===== src/scru_pkg.sv =====
package scru_pkg;
	// Register byte addresses
	localparam logic [7:0] SCRU_OUTCTL_ADDR = 8'h00;
	localparam logic [7:0] SCRU_LBCTL_ADDR = 8'h04;
	localparam logic [7:0] SCRU_SYSCTL_ADDR = 8'h08;
	localparam logic [7:0] SCRU_RSTWORD_ADDR = 8'h0c;
	localparam logic [7:0] SCRU_STAT_ADDR = 8'h10;

	// Values after reset
	localparam logic [2:0] SCRU_OUTCTL_RESET = 3'h0;
	localparam logic [1:0] SCRU_LBCTL_RESET = 2'h0;
	localparam logic [10:0] SCRU_SYSCTL_RESET = 11'h7ff;
	localparam logic [9:0] SCRU_RSTWORD_HARD = 10'h004;

	// Reset word field positions
	localparam int SCRU_SYSMULT_LSB = 0;
	localparam int SCRU_CORE_LSB = 4;
	localparam int SCRU_MEMMODE_BIT = 8;
	localparam int SCRU_LBMODE_BIT = 9;

	// System clock control field positions
	localparam int SCRU_SYSCTL_PCI_BIT = 10;
	localparam int SCRU_NUM_UNITS = 5;

	// Unit clock ratio encoding
	typedef enum logic [1:0] {
		SCRU_RATIO_OFF = 2'b00,
		SCRU_RATIO_FULL = 2'b01,
		SCRU_RATIO_HALF = 2'b10,
		SCRU_RATIO_THIRD = 2'b11
	} scru_ratio_t;

	// Local bus divide and system multiplier encoding
	localparam logic [1:0] SCRU_LDIV_2 = 2'b00;
	localparam logic [1:0] SCRU_LDIV_4 = 2'b01;
	localparam logic [3:0] SCRU_SYSMULT_X16 = 4'h0;
	localparam logic [3:0] SCRU_SYSMULT_RSVD = 4'h1;
endpackage : scru_pkg


===== src/scru_unit_gate.sv =====
`timescale 1ns/10ps
module scru_unit_gate
	import scru_pkg::*;
(
	// Clock and reset
	input wire logic clk_i,
	input wire logic resetn_i,
	// Ratio select
	input wire logic [1:0] ratio_i,
	// Gated unit clock tick
	output logic tick_o
);
	logic [1:0] cnt_reg;
	logic [1:0] cnt_next;
	logic [1:0] act_reg;

	// Period length minus one for a ratio
	function automatic logic [1:0] scru_last(input logic [1:0] r);
		case (r)
			SCRU_RATIO_HALF: scru_last = 2'h1;
			SCRU_RATIO_THIRD: scru_last = 2'h2;
			default: scru_last = 2'h0;
		endcase
	endfunction : scru_last

	always_comb begin
		cnt_next = (cnt_reg >= scru_last(act_reg)) ? 2'h0 : cnt_reg + 2'h1;
	end

	// New ratio taken only at a period end, so no short pulse appears
	always_ff @(posedge clk_i) begin
		if (!resetn_i) begin
			act_reg <= ratio_i;
			cnt_reg <= 2'h0;
		end else begin
			cnt_reg <= cnt_next;
			if (cnt_next == 2'h0) begin
				act_reg <= ratio_i;
			end
		end
	end

	// Tick once per period, never while off
	always_ff @(posedge clk_i) begin
		if (!resetn_i) begin
			tick_o <= 1'b0;
		end else begin
			tick_o <= (cnt_next == 2'h0) && (act_reg != SCRU_RATIO_OFF)
				&& (ratio_i != SCRU_RATIO_OFF);
		end
	end
endmodule : scru_unit_gate


===== src/scru_top.sv =====
`timescale 1ns/10ps
// How it works
// Primary clock comes from host input in host mode, else bus input.
// Host mode halves primary; strap picks full or half for sync out.
// Per-output select bit picks full or halved primary for each output.
// Board loops sync out back to sync in with matched delay.
// In agent mode the board grounds the unused host clock input.
// System ratio equals (1 + halving strap) times system multiplier.
// Core ratio from core field; fields from reset word or hard option.
// Memory ratio doubles with mode bit; pair is memory clock halved.
// Local unit ratio doubles with mode bit, then local divider drives outs.
// Units leave reset at default ratio, software may change or stop them.
// Five units default to third, pick off/full/half/third; bus unit off/full.
// Software keeps security and USB units under their frequency limit.
// Board picks input and multipliers keeping all clocks in range.
// System field 0000 means sixteen, 0001 reserved, else n.
// Local divider gives one half, one quarter or one eighth.
// Ratio changes and switch-off are glitch free.
module scru_top
	import scru_pkg::*;
#(
	parameter int NUM_BUS_OUTS = 3,
	parameter int NUM_LOCAL_OUTS = 3
) (
	// Clock and reset
	input wire logic clk_i,
	input wire logic resetn_i,
	// Straps and reset word
	input wire logic host_mode_strap_i,
	input wire logic input_halving_strap_i,
	input wire logic hard_reset_word_sel_i,
	input wire logic [9:0] reset_word_low_i,
	// Clock inputs, sampled as levels
	input wire logic host_primary_clock_in_i,
	input wire logic bus_clock_in_i,
	// Register port
	input wire logic [7:0] addr_i,
	input wire logic [31:0] wdata_i,
	input wire logic wr_i,
	input wire logic rd_i,
	output logic [31:0] rdata_o,
	// Primary and bus clocks
	output logic primary_clock_o,
	output logic bus_sync_out_o,
	output logic [NUM_BUS_OUTS-1:0] bus_clock_out_n_o,
	// Derived ratios
	output logic [5:0] csb_ratio_o,
	output logic [3:0] core_multiplier_field_o,
	output logic [6:0] memory_ratio_o,
	output logic [6:0] localbus_ratio_o,
	// Memory and local bus clocks
	output logic memory_bus_clock_pair_p_o,
	output logic memory_bus_clock_pair_n_o,
	output logic localbus_sync_out_o,
	output logic [NUM_LOCAL_OUTS-1:0] localbus_clock_outs_o,
	// Unit clock ticks: eth1, eth2 and serial, security, usb dr, usb mph
	output logic [SCRU_NUM_UNITS-1:0] unit_tick_o,
	output logic pci_dma_tick_o,
	output logic sysmult_reserved_o
);
	logic [2:0] output_clock_control_reg;
	logic [1:0] localbus_clock_ctrl_reg;
	logic [10:0] system_clock_ctrl_reg;
	logic [9:0] reset_word_low_reg;
	logic host_reg;
	logic halving_reg;
	logic half_reg;
	logic [2:0] lcnt_reg;
	logic [2:0] lcnt_next;
	logic [1:0] ldiv_reg;
	logic lclk_reg;
	logic [5:0] csb_next;

	// System multiplier decode
	function automatic logic [4:0] scru_mult_decode(input logic [3:0] f);
		if (f == SCRU_SYSMULT_X16) begin
			scru_mult_decode = 5'h10;
		end else if (f == SCRU_SYSMULT_RSVD) begin
			scru_mult_decode = 5'h00;
		end else begin
			scru_mult_decode = {1'b0, f};
		end
	endfunction : scru_mult_decode

	// Last count of a half period of the local bus divider (half period length minus one)
	function automatic logic [2:0] scru_lhalf(input logic [1:0] d);
		case (d)
			SCRU_LDIV_2: scru_lhalf = 3'h0;
			SCRU_LDIV_4: scru_lhalf = 3'h1;
			default: scru_lhalf = 3'h3;
		endcase
	endfunction : scru_lhalf

	// Straps and reset word sampled while reset is low, held after
	always_ff @(posedge clk_i) begin
		if (!resetn_i) begin
			host_reg <= host_mode_strap_i;
			halving_reg <= input_halving_strap_i;
			reset_word_low_reg <= hard_reset_word_sel_i ? SCRU_RSTWORD_HARD
				: reset_word_low_i;
		end
	end

	// Software registers
	always_ff @(posedge clk_i) begin
		if (!resetn_i) begin
			output_clock_control_reg <= SCRU_OUTCTL_RESET;
			localbus_clock_ctrl_reg <= SCRU_LBCTL_RESET;
			system_clock_ctrl_reg <= SCRU_SYSCTL_RESET;
		end else if (wr_i) begin
			case (addr_i)
				SCRU_OUTCTL_ADDR: output_clock_control_reg <= wdata_i[2:0];
				SCRU_LBCTL_ADDR: localbus_clock_ctrl_reg <= wdata_i[1:0];
				SCRU_SYSCTL_ADDR: system_clock_ctrl_reg <= wdata_i[10:0];
				default: ;
			endcase
		end
	end

	// Read data one cycle after the strobe, zero otherwise
	always_ff @(posedge clk_i) begin
		if (!resetn_i || !rd_i) begin
			rdata_o <= 32'h0;
		end else begin
			case (addr_i)
				SCRU_OUTCTL_ADDR: rdata_o <= {29'h0, output_clock_control_reg};
				SCRU_LBCTL_ADDR: rdata_o <= {30'h0, localbus_clock_ctrl_reg};
				SCRU_SYSCTL_ADDR: rdata_o <= {21'h0, system_clock_ctrl_reg};
				SCRU_RSTWORD_ADDR: rdata_o <= {22'h0, reset_word_low_reg};
				SCRU_STAT_ADDR: rdata_o <= {24'h0, csb_ratio_o, halving_reg,
					host_reg};
				default: rdata_o <= 32'h0;
			endcase
		end
	end

	// Host input in host mode, bus input when agent
	always_ff @(posedge clk_i) begin
		if (!resetn_i) begin
			primary_clock_o <= 1'b0;
		end else begin
			primary_clock_o <= host_reg ? host_primary_clock_in_i
				: bus_clock_in_i;
		end
	end

	// Divide by two stage; sync out and bus outs only driven as host
	always_ff @(posedge clk_i) begin
		if (!resetn_i) begin
			half_reg <= 1'b0;
			bus_sync_out_o <= 1'b0;
			bus_clock_out_n_o <= '0;
		end else begin
			half_reg <= ~half_reg;
			bus_sync_out_o <= host_reg & (halving_reg ? ~half_reg : 1'b1);
			for (int i = 0; i < NUM_BUS_OUTS; i++) begin
				bus_clock_out_n_o[i] <= host_reg
					& (output_clock_control_reg[i] ? ~half_reg : 1'b1);
			end
		end
	end

	// Ratios to the sync input; sync input is looped back on the board
	always_comb begin
		csb_next = {1'b0,
			scru_mult_decode(reset_word_low_reg[SCRU_SYSMULT_LSB+:4])}
			<< halving_reg;
	end

	always_ff @(posedge clk_i) begin
		if (!resetn_i) begin
			csb_ratio_o <= 6'h0;
			core_multiplier_field_o <= 4'h0;
			memory_ratio_o <= 7'h0;
			localbus_ratio_o <= 7'h0;
			sysmult_reserved_o <= 1'b0;
		end else begin
			csb_ratio_o <= csb_next;
			core_multiplier_field_o <= reset_word_low_reg[SCRU_CORE_LSB+:4];
			memory_ratio_o <= {1'b0, csb_next}
				<< reset_word_low_reg[SCRU_MEMMODE_BIT];
			localbus_ratio_o <= {1'b0, csb_next}
				<< reset_word_low_reg[SCRU_LBMODE_BIT];
			sysmult_reserved_o <= (reset_word_low_reg[SCRU_SYSMULT_LSB+:4]
				== SCRU_SYSMULT_RSVD);
		end
	end

	// Memory bus pair: differential, half the controller clock
	always_ff @(posedge clk_i) begin
		if (!resetn_i) begin
			memory_bus_clock_pair_p_o <= 1'b0;
			memory_bus_clock_pair_n_o <= 1'b1;
		end else begin
			memory_bus_clock_pair_p_o <= ~memory_bus_clock_pair_p_o;
			memory_bus_clock_pair_n_o <= memory_bus_clock_pair_p_o;
		end
	end

	// Local divider; new divide only taken at a full period end
	always_comb begin
		lcnt_next = (lcnt_reg >= scru_lhalf(ldiv_reg)) ? 3'h0 : lcnt_reg + 3'h1;
	end

	always_ff @(posedge clk_i) begin
		if (!resetn_i) begin
			lcnt_reg <= 3'h0;
			ldiv_reg <= SCRU_LBCTL_RESET;
			lclk_reg <= 1'b0;
		end else begin
			lcnt_reg <= lcnt_next;
			if (lcnt_next == 3'h0) begin
				lclk_reg <= ~lclk_reg;
				if (lclk_reg) begin
					ldiv_reg <= localbus_clock_ctrl_reg;
				end
			end
		end
	end

	// Local outputs all follow the same divided clock
	always_ff @(posedge clk_i) begin
		if (!resetn_i) begin
			localbus_sync_out_o <= 1'b0;
			localbus_clock_outs_o <= '0;
		end else begin
			localbus_sync_out_o <= lcnt_next == 3'h0 ? ~lclk_reg : lclk_reg;
			localbus_clock_outs_o <= {NUM_LOCAL_OUTS{lcnt_next == 3'h0
				? ~lclk_reg : lclk_reg}};
		end
	end

	// Per-unit gated clocks
	for (genvar u = 0; u < SCRU_NUM_UNITS; u++) begin : g_unit
		scru_unit_gate u_gate (
			.clk_i(clk_i),
			.resetn_i(resetn_i),
			.ratio_i(system_clock_ctrl_reg[2*u+:2]),
			.tick_o(unit_tick_o[u])
		);
	end

	// Bus and copy complex: off or full only
	always_ff @(posedge clk_i) begin
		if (!resetn_i) begin
			pci_dma_tick_o <= 1'b0;
		end else begin
			pci_dma_tick_o <= system_clock_ctrl_reg[SCRU_SYSCTL_PCI_BIT];
		end
	end
endmodule : scru_top


===== config.mk =====
export PLATFORM = sky130hd
export DESIGN_NAME = scru_top
export DESIGN_NICKNAME = d
export VERILOG_FILES = /design/src/scru_pkg.sv /design/src/scru_unit_gate.sv /design/src/scru_top.sv
export SDC_FILE = /design/constraint.sdc
export NUM_CORES = 1
export LEC_CHECK = 0
export BUFFER_PORTS_ARGS = -buffer_cell sky130_fd_sc_hd__clkbuf_2
export CAP_MARGIN = 40
export CELL_PAD_IN_SITES_DETAIL_PLACEMENT = 1
export CELL_PAD_IN_SITES_GLOBAL_PLACEMENT = 1
export CORE_UTILIZATION = 35
export CTS_CLUSTER_SIZE = 30
export DETAILED_ROUTE_END_ITERATION = 8
export PLACE_DENSITY_LB_ADDON = 0.1
export SKIP_LAST_GASP = 1
export SLEW_MARGIN = 10
export SYNTH_ARGS = -nofsm -noshare
export SYNTH_HDL_FRONTEND = slang
export SYNTH_SLANG_ARGS = --single-unit

===== constraint.sdc =====
create_clock -name clk_i -period 2 [get_ports clk_i]
set_clock_uncertainty 0.1 [all_clocks]
set_input_delay 0.4 -clock clk_i [delete_from_list [all_inputs] [get_ports clk_i]]
set_output_delay 0.4 -clock clk_i [all_outputs]
set_load 0.05 [all_outputs]

==> results.toml, run 1 <==
[outcome]
outcome = "completed"

[setup_path]
required_ns = 2.12
cpMaxStageDelayCell = "a2111oi_4"
slowest_delay_ns = 0.37
startpoint_type = "register"
cp.arrival_ns = 1.98
path_cells = "or2_4 -> ha_4 -> nand2b_4 -> a2111oi_4 -> buf_4 -> xor2_1 -> nor2_1"
end_kind = "register"
rr_worst_depth = 7
critPathKind = "reg2reg"
worstPathMaxFanout = 2

[power]
p_leak_nw = 2.36
ir_worst_vdd_mv = 0.357
powerDensity_mw_per_mm2 = 941
p_total_mw = 4.84

[routing]
via_per_inst = 4.74
met2_length_um = 4700
ant_nets = 0
first_pass_iters = 4
wl_met3_um = 397
drt-total-wl_um = 9840
wl_met1_um = 4580
vias = 3110
maxUsedRoutingLayer = "met4"
drtIter0Drc = 85
remaining_drc_errors = 0
routedWlPerCell_um = 15.0

[synth]
synth.avg_cell_area_um2 = 10.4
synth_area_mm2 = 0.00431
yosysTopAreaCell = "dfxtp_1"
synth_cell_type_count = 47
synth_top_area_share_pct = 38.1
ys_ff_latch = 104
synth_cells = 415
ys_async_sr_fraction_pct = 0
synth_edf_count = 22
yosysWarnings = 0
synth_top_flop_cell = "dfxtp_1"
yosysSeqAreaShare_pct = 53.5
synthTopCellsByArea = "dfxtp_1, edfxtp_1, mux2i_1"

[die]
pin_count = 133
placementRows = 40
fp.dieArea_mm2 = 0.0127
coreArea_mm2 = 0.0120
dieHeight_um = 113
fp.dieW_um = 113
start_util_pct = 35.8

[timing]
setup_slack_ns = 0.137
setup_viol = 0
finalCritPeriodShare_pct = 93.1
hold_viol = 0
rsz0062_at_grt = "no"
slew_violations = 0
fin_crit_ns = 1.86
fmax_mhz = 537

[clock_tree]
htree_levels = 3
cts-root-buf = "clkbuf_16"
clockBufferDepth = 2
cts_buffers = 9
clock_latency_ns = 0.35
clkTransAtPathRegs_ns = 0.06
clock_sinks = 104
cts_tree = "built"
postCtsSetupBuffers = 0

[grt]
grt_max_degree = 30
first_global_vias = 3243
overflow = 0
grt_pass1_wl_um = 16000
grtUsageTotal_pct = 16.5
antenna_found_initial = 0

[layout]
drive_above_1_share_pct = 27.1
layout_commonest_cell = "clkbuf_2"
n_antenna_cell = 0
area_growth_pct = 19.4
nets = 576
fillers = 1371
final_cell_mix = "clkbuf_2, dfxtp_1, nand2_1"
multi_input_area_mm2 = 0.00179
regArea_mm2 = 0.00230

[min_path]
hold_class = "in2reg"
hold_depth = 1

[place]
dp_hpwl_um = 7430
portBuffers = 90
pre_cts_slack_ns = -0.143
routabilityCongestion = 0.772

[run]
cap_violations = 0
[through the flow]
stage / instance area [um2] / setup TNS [ns] / util [%] / cells / hold slack (ns)
after global placement: 4820 / -0.0558 / 40.1 / 640 / 0.342
final: 5140 / 0 / 42.8 / 656 / 0.133
after detailed placement: 4820 / -0.397 / 40.1 / 640 / 0.352
after global routing: 5140 / 0 / 42.8 / 656 / 0.128
after CTS: 5110 / 0 / 42.5 / 656 / 0.120
after floorplan: 4380 / 0 / - / 435 / 0.322
[cell usage after synthesis, types with 3 or more instances]
cell type / count
nor3b_1: 3
inv_1: 10
nor3_1: 7
a22oi_1: 6
edfxtp_1: 22
nand2_1: 43
mux2i_1: 25
nor2b_1: 18
buf_4: 30
a211oi_1: 3
xnor2_1: 5
and2_1: 9
nor2_1: 38
o22ai_1: 5
and3_1: 5
a21boi_0: 5
buf_2: 4
nand3_1: 8
a2bb2oi_1: 5
dfxtp_1: 82
ha_1: 13
o21ai_0: 7
clkbuf_1: 10
a21oi_1: 13
nand2b_1: 9
[worst max-delay path: cells and delay by family, from the launching register on]
family                   cells  cell delay, ns
AO/OA/AOI/OAI                1            0.37
XOR/XNOR                     1            0.13
AND/OR/NAND/NOR              3            0.45
adder cells (fa/ha/maj)      1            0.20
flip-flops                   1            0.32
buffers and inverters        1            0.17
[path summary, 6_finish.rpt]
kind / start / end / slack [ns]
worst min-delay path: host_mode_strap_i / host_reg / 0.13
worst max register to register: ldiv_reg[0] / localbus_clock_outs_o[0] / 0.14
worst min register to register: output_clock_control_reg[0] / bus_clock_out_n_o[0] / 0.37
worst max-delay path: ldiv_reg[0] / localbus_clock_outs_o[0] / 0.14
[logic make-up (layout without fill, tap and decap cells)]
logic type,Yosys count,count (layout),synth area share (%)
buffers and inverters,57,131,8.05
AO/OA/AOI/OAI,53,53,8.31
AND/OR/NAND/NOR,153,153,18.5
other,1,21,0.0871
XOR/XNOR,7,7,1.42
multiplexers,27,27,6.34
adder cells (fa/ha/maj),13,13,3.78
flip-flops,104,104,53.5
[final cells by class]
cell class / instances / area share, %
Clock inverter: 4 / 0.414
Tap cell: 147 / 3.58
Sequential cell: 104 / 44.8
Clock buffer: 12 / 4.80
Inverter: 11 / 0.803
Multi-Input combinational cell: 274 / 34.8
Timing Repair Buffer: 104 / 10.8
[power by group]
group	leakage (nW)	switching [mW]	internal [mW]
registers	0.859	0.116	2.29
logic	1.37	0.586	0.256
clock network	0.130	0.724	0.870
[per-layer routing]
metal	global-route usage [%]	vias up
li1	-	1541
met1	20.2	1487
met2	28.0	70
met3	3.80	12
met4	6.84	0
met5	0	-
[repair_timing]
item,CTS,global route
resized for setup,4,9
hold endpoints to repair,0,0
setup endpoints to repair,5,14
pin swaps,1,1
hold buffers,0,0
Power figures use the tool's default switching activity.
==> run 2, diff against run 1 <==
--- a/config.mk
+++ b/config.mk
@@ -9,7 +9,7 @@
 export CAP_MARGIN = 40
 export CELL_PAD_IN_SITES_DETAIL_PLACEMENT = 1
 export CELL_PAD_IN_SITES_GLOBAL_PLACEMENT = 1
-export CORE_UTILIZATION = 35
+export CORE_UTILIZATION = 39
 export CTS_CLUSTER_SIZE = 30
 export DETAILED_ROUTE_END_ITERATION = 8
 export PLACE_DENSITY_LB_ADDON = 0.1
==> constraint.sdc (replaced) <==
create_clock -name clk_i -period 1.8 [get_ports clk_i]
set_clock_uncertainty 0.1 [all_clocks]
set_input_delay 0.36 -clock clk_i [delete_from_list [all_inputs] [get_ports clk_i]]
set_output_delay 0.36 -clock clk_i [all_outputs]
set_load 0.05 [all_outputs]
==> run 2 against run 1 <==
The flow now finishes with violations (setup timing). Via count is 3.9% higher. Combinational power is 39% higher. Non-clock buffer count up 29. Clock power about the same. Cell count grew 2.7%. Clock-buffer cell count is 2 lower. Worst hold slack worse by 0.084 ns. Maximum frequency fell by 2.2%. Critical path depth shrank 1. Worst setup slack got worse by 0.24 ns.
==> results.toml, run 2 (synthesis results as in run 1) <==
[outcome]
outcome = "finished, violations left"
violations = "setup timing"

[timing]
setup_viol = 3
rsz0062_at_grt = "yes"
hold_viol = 0
slew_violations = 0
fmax_mhz = 525
fin_crit_ns = 1.91
setup_slack_ns = -0.106
finalCritPeriodShare_pct = 106
finalSetupTns_ns = -0.220

[place]
routabilityCongestion = 0.792
portBuffers = 90
placed_area_mm2 = 0.00503
dp_hpwl_um = 7800

[clock_tree]
clkTransAtPathRegs_ns = 0.10
clockBufferDepth = 2
cts_tree = "built"
htree_levels = 3
cts_hold_buffers = 0
clock_latency_ns = 0.38
cts-root-buf = "clkbuf_8"
cts_buffers = 9
clock_sinks = 104

[routing]
remaining_drc_errors = 0
via_per_inst = 4.79
drtIter0Drc = 56
routedWlPerCell_um = 15.8
first_pass_iters = 4
ant_nets = 0
vias = 3231
drt-total-wl_um = 10700

[setup_path]
cp.arrival_ns = 2.09
reg2reg_slack_ns = -0.11
rr_worst_depth = 6
worstPathMaxFanout = 2
startpoint_type = "register"
reg2reg_from = "ldiv_reg[0]"
r2r-end = "ldiv_reg[1]"
end_kind = "register"
required_ns = 1.99
critPathKind = "reg2reg"

[layout]
area_growth_pct = 27.2
design_area_mm2 = 0.00548
nets = 605
n_antenna_cell = 0
regArea_mm2 = 0.00231
fillers = 1206
final_cell_mix = "clkbuf_2, dfxtp_1, buf_4"
layout_commonest_cell = "clkbuf_2"
drive_above_1_share_pct = 35.9
multi_input_area_mm2 = 0.00196

[grt]
grt_max_degree = 51
grt_pass1_wl_um = 16500
first_global_vias = 3314
overflow = 0
antenna_found_initial = 0
grtUsageTotal_pct = 19.2

[min_path]
hold_depth = 1
worstHoldEndpoint = "halving_reg"
worstHoldStart = "input_halving_strap_i"
hold_class = "in2reg"

[die]
pin_count = 133
dieHeight_um = 107
fp.dieArea_mm2 = 0.0115
start_util_pct = 41.0
fp.dieW_um = 107
coreArea_mm2 = 0.0105
placementRows = 37

[power]
p_comb_share_pct = 21.7
power_frac_seq_pct = 49.5
p_leak_nw = 2.54
p_total_mw = 5.42
ir_worst_vdd_mv = 0.461
switching_share_pct = 30.4
powerDensity_mw_per_mm2 = 989
clockPowerShare_pct = 28.8
internal_power_mw = 3.77
p_switching_mw = 1.65

[run]
cap_violations = 0
[run 2: repair_timing]
action | CTS | global route
buffers inserted | 1 | 5
setup endpoints to repair | 20 | 20
resized for setup | 16 | 25
hold endpoints to repair | 0 | 0
pin swaps | 1 | 8
[run 2: metal layers]
layer | GRT usage (%) | up-vias | wire length (um)
met4 | 6.56 | 0 | 133
li1 | - | 1600 | -
met5 | 0 | - | 0
met1 | 23.6 | 1560 | 4810
met3 | 4.38 | 11 | 362
met2 | 32.8 | 60 | 5350
[run 2: how the worst max path moves through the flow]
stage	startpoint	to	slack (ns)	depth (start not counted)
after floorplan	ldiv_reg[0]	ldiv_reg[0]	0.02	6
after global placement	g_unit[3].u_gate.act_reg[1]	g_unit[3].u_gate.act_reg[1]	-0.04	6
after detailed placement	g_unit[0].u_gate.act_reg[1]	g_unit[0].u_gate.act_reg[0]	-0.15	6
after CTS	ldiv_reg[0]	ldiv_reg[0]	-0.16	6
after global routing	ldiv_reg[0]	ldiv_reg[1]	-0.16	6
final	ldiv_reg[0]	ldiv_reg[1]	-0.11	6
[run 2: cell type report]
class	count	share of cell area, %
tap	136	3.11
clock inverter	6	1.53
sequential	104	42.1
inverter	11	0.754
timing repair buffer	133	14.3
multi-input combinational	274	35.8
clock buffer	10	2.33
[run 2: through the flow]
step,utilization [%],worst slack (ns),instances,hold WS (ns)
2_1_floorplan,-,0.0225,435,0.322
3_3_place_gp,47.9,-0.0395,652,0.342
3_5_place_dp,47.9,-0.152,652,0.351
4_1_cts,50.3,-0.158,669,0.0370
5_1_grt,52.1,-0.161,674,0.0397
6_report,52.1,-0.106,674,0.0487
[run 2: power by group through the flow]
stage / Combinational, mW / Sequential [mW] / Clock [mW]
6_report: 1.17 / 2.68 / 1.56
5_1_grt: 1.26 / 2.70 / 1.71
4_1_cts: 1.09 / 2.66 / 1.61
3_5_place_dp: 1.05 / 2.71 / 0
3_3_place_gp: 1.02 / 2.70 / 0
2_1_floorplan: 0.624 / 2.85 / 0
[run 2: worst max-delay path, stage by stage, from the launching register on]
cell and delay (ns):
dfxtp_2 0.33, or2_4 0.26, ha_4 0.21, nand2b_4 0.15
a2111oi_4 0.34, nand2b_4 0.21, mux2i_1 0.23
==> run 3, diff against run 2 <==
==> constraint.sdc (replaced) <==
create_clock -name clk_i -period 1.8 [get_ports clk_i]
set_clock_uncertainty 0.1 [all_clocks]
set_input_delay 0 -clock clk_i [delete_from_list [all_inputs] [get_ports clk_i]]
set_output_delay 0 -clock clk_i [all_outputs]
set_load 0.05 [all_outputs]
==> run 3 against run 2 <==
Via count is 3.4% higher. Global-route usage is 1.2 points higher. Cell count is 5.5% higher. Critical path depth is 1 higher. Sequential cell count stayed put. Highest routed layer unchanged. First-iteration DRC count is 1.8% higher. Routed wire length is 3.3% higher. Non-clock buffer count is 37 higher. The flow still finishes with violations (setup timing). Clock power is 17% lower. Die area stayed put. Maximum frequency is 4.8% higher. Utilization is 2.5 points higher.
==> results.toml, run 3 (synthesis results as in run 1) <==
[clock_tree]
cts_tree = "built"
cts-root-buf = "clkbuf_8"
clockBufferDepth = 2
cts_buffers = 9
htree_levels = 3
clkTransAtPathRegs_ns = 0.09
clock_sinks = 104
clock_latency_ns = 0.38

[min_path]
hold_depth = 4
worstHoldEndpoint = "output_clock_control_reg[1]"
hold_class = "in2reg"
worstHoldStart = "addr_i[0]"

[setup_path]
path_cells = "or2_4 -> ha_4 -> nand2b_4 -> a2111oi_4 -> buf_4 -> xor2_2 -> nor2_1"
reg2reg_slack_ns = -0.02
startpoint_type = "register"
cpMaxStageDelayCell = "dfxtp_1"
rr_worst_depth = 7
end_kind = "register"
critPathKind = "reg2reg"
worstPathMaxFanout = 2
reg2reg_from = "ldiv_reg[0]"
slowest_delay_ns = 0.32
required_ns = 1.97
r2r-end = "localbus_clock_outs_o[0]"
cp.arrival_ns = 1.99

[power]
clockPowerShare_pct = 25.2
switching_share_pct = 31.2
ir_worst_vdd_mv = 0.447
p_comb_share_pct = 23.2
power_frac_seq_pct = 51.7
powerDensity_mw_per_mm2 = 901
p_leak_nw = 2.64
p_switching_mw = 1.61
internal_power_mw = 3.56

[layout]
fillers = 1183
area_growth_pct = 33.3
drive_above_1_share_pct = 30.3
nets = 642
layout_commonest_cell = "clkbuf_2"
n_antenna_cell = 0
final_cell_mix = "clkbuf_2, dfxtp_1, dlygate4sd3_1"

[grt]
first_global_vias = 3551
antenna_found_initial = 0
grtUsageTotal_pct = 20.3
grt_max_degree = 34
grt_pass1_wl_um = 17600
overflow = 0

[timing]
finalSetupTns_ns = -0.0177
rsz0062_at_grt = "yes"
slew_violations = 0
fin_hold_ws_ns = 0.0190
setup_viol = 1
fin_crit_ns = 1.82
hold_viol = 0
setup_slack_ns = -0.0177
finalCritPeriodShare_pct = 101
fmax_mhz = 550

[die]
dieHeight_um = 107
start_util_pct = 41.0
placementRows = 37
coreArea_mm2 = 0.0105
pin_count = 133
fp.dieArea_mm2 = 0.0115
fp.dieW_um = 107

[run]
cap_violations = 0

[routing]
remaining_drc_errors = 0
vias = 3342
via_per_inst = 4.70
drtIter0Drc = 57
routedWlPerCell_um = 15.5
drt-total-wl_um = 11000
ant_nets = 0
first_pass_iters = 4

[outcome]
outcome = "finished, violations left"
violations = "setup timing"

[place]
portBuffers = 90
routabilityCongestion = 0.777
pre_cts_slack_ns = -0.114
dp_hpwl_um = 7600
-- run 3: metal layers --
layer / share of wire [%] / track usage, % / vias up
met5: 0 / 0 / -
met4: 1.8 / 8.02 / 0
met3: 2.9 / 4.01 / 13
met2: 50 / 35.6 / 67
met1: 45 / 24.4 / 1596
li1: - / - / 1666
-- run 3: how the worst max path moves through the flow --
stage	from	endpoint	slack [ns]	depth (start not counted)
2_1_floorplan	ldiv_reg[0]	ldiv_reg[0]	0.02	6
3_3_place_gp	g_unit[0].u_gate.act_reg[1]	g_unit[0].u_gate.act_reg[0]	-0.05	6
3_5_place_dp	g_unit[2].u_gate.act_reg[1]	g_unit[2].u_gate.act_reg[1]	-0.11	6
4_1_cts	ldiv_reg[0]	ldiv_reg[0]	-0.07	6
5_1_grt	ldiv_reg[0]	localbus_clock_outs_o[0]	-0.08	7
6_report	ldiv_reg[0]	localbus_clock_outs_o[0]	-0.02	7
-- run 3: critical path: cells and delay by family, from the launching register on --
family / cells / cell delay (ns)
simple gates: 3 / 0.44
buf+inv: 1 / 0.18
xor+xnor: 1 / 0.15
compound gates: 1 / 0.31
flops: 1 / 0.32
fa+ha+maj: 1 / 0.20
-- run 3: final cells by class --
type                    instances  area, um2  share of cell area (%)
well taps                     136        170                    2.96
repair buffers                170       1160                    20.3
multi-input cells             274       1900                    33.1
flip-flops and latches        104       2300                    40.1
inverters                      11       41.3                   0.719
clock buffers                  15        156                    2.72
clock inverters                 1       5.00                  0.0872
-- run 3: timing repair --
item	CTS	global route
hold buffers	44	0
cloned	0	0
setup buffers	0	5
hold endpoints to repair	37	0
gates resized for setup	11	18
pin swaps	1	6
setup endpoints to repair	17	25
-- run 3: stage by stage --
step                std cells  area (um2)  total power, mW  utilization [%]
finish                    711        5740             5.17             54.6
global route              711        5740             5.41             54.6
global placement          646        4970             3.70             47.3
floorplan                 435        4430             3.47                -
CTS                       706        5600             5.13             53.3
detailed placement        646        4970             3.74             47.3
-- run 3: power groups by stage --
stage	Clock (mW)	Combinational (mW)	Sequential, mW
after floorplan	0	0.624	2.85
final	1.30	1.20	2.67
after global routing	1.42	1.29	2.69
after CTS	1.34	1.12	2.66
after detailed placement	0	1.03	2.71
after global placement	0	1.01	2.70
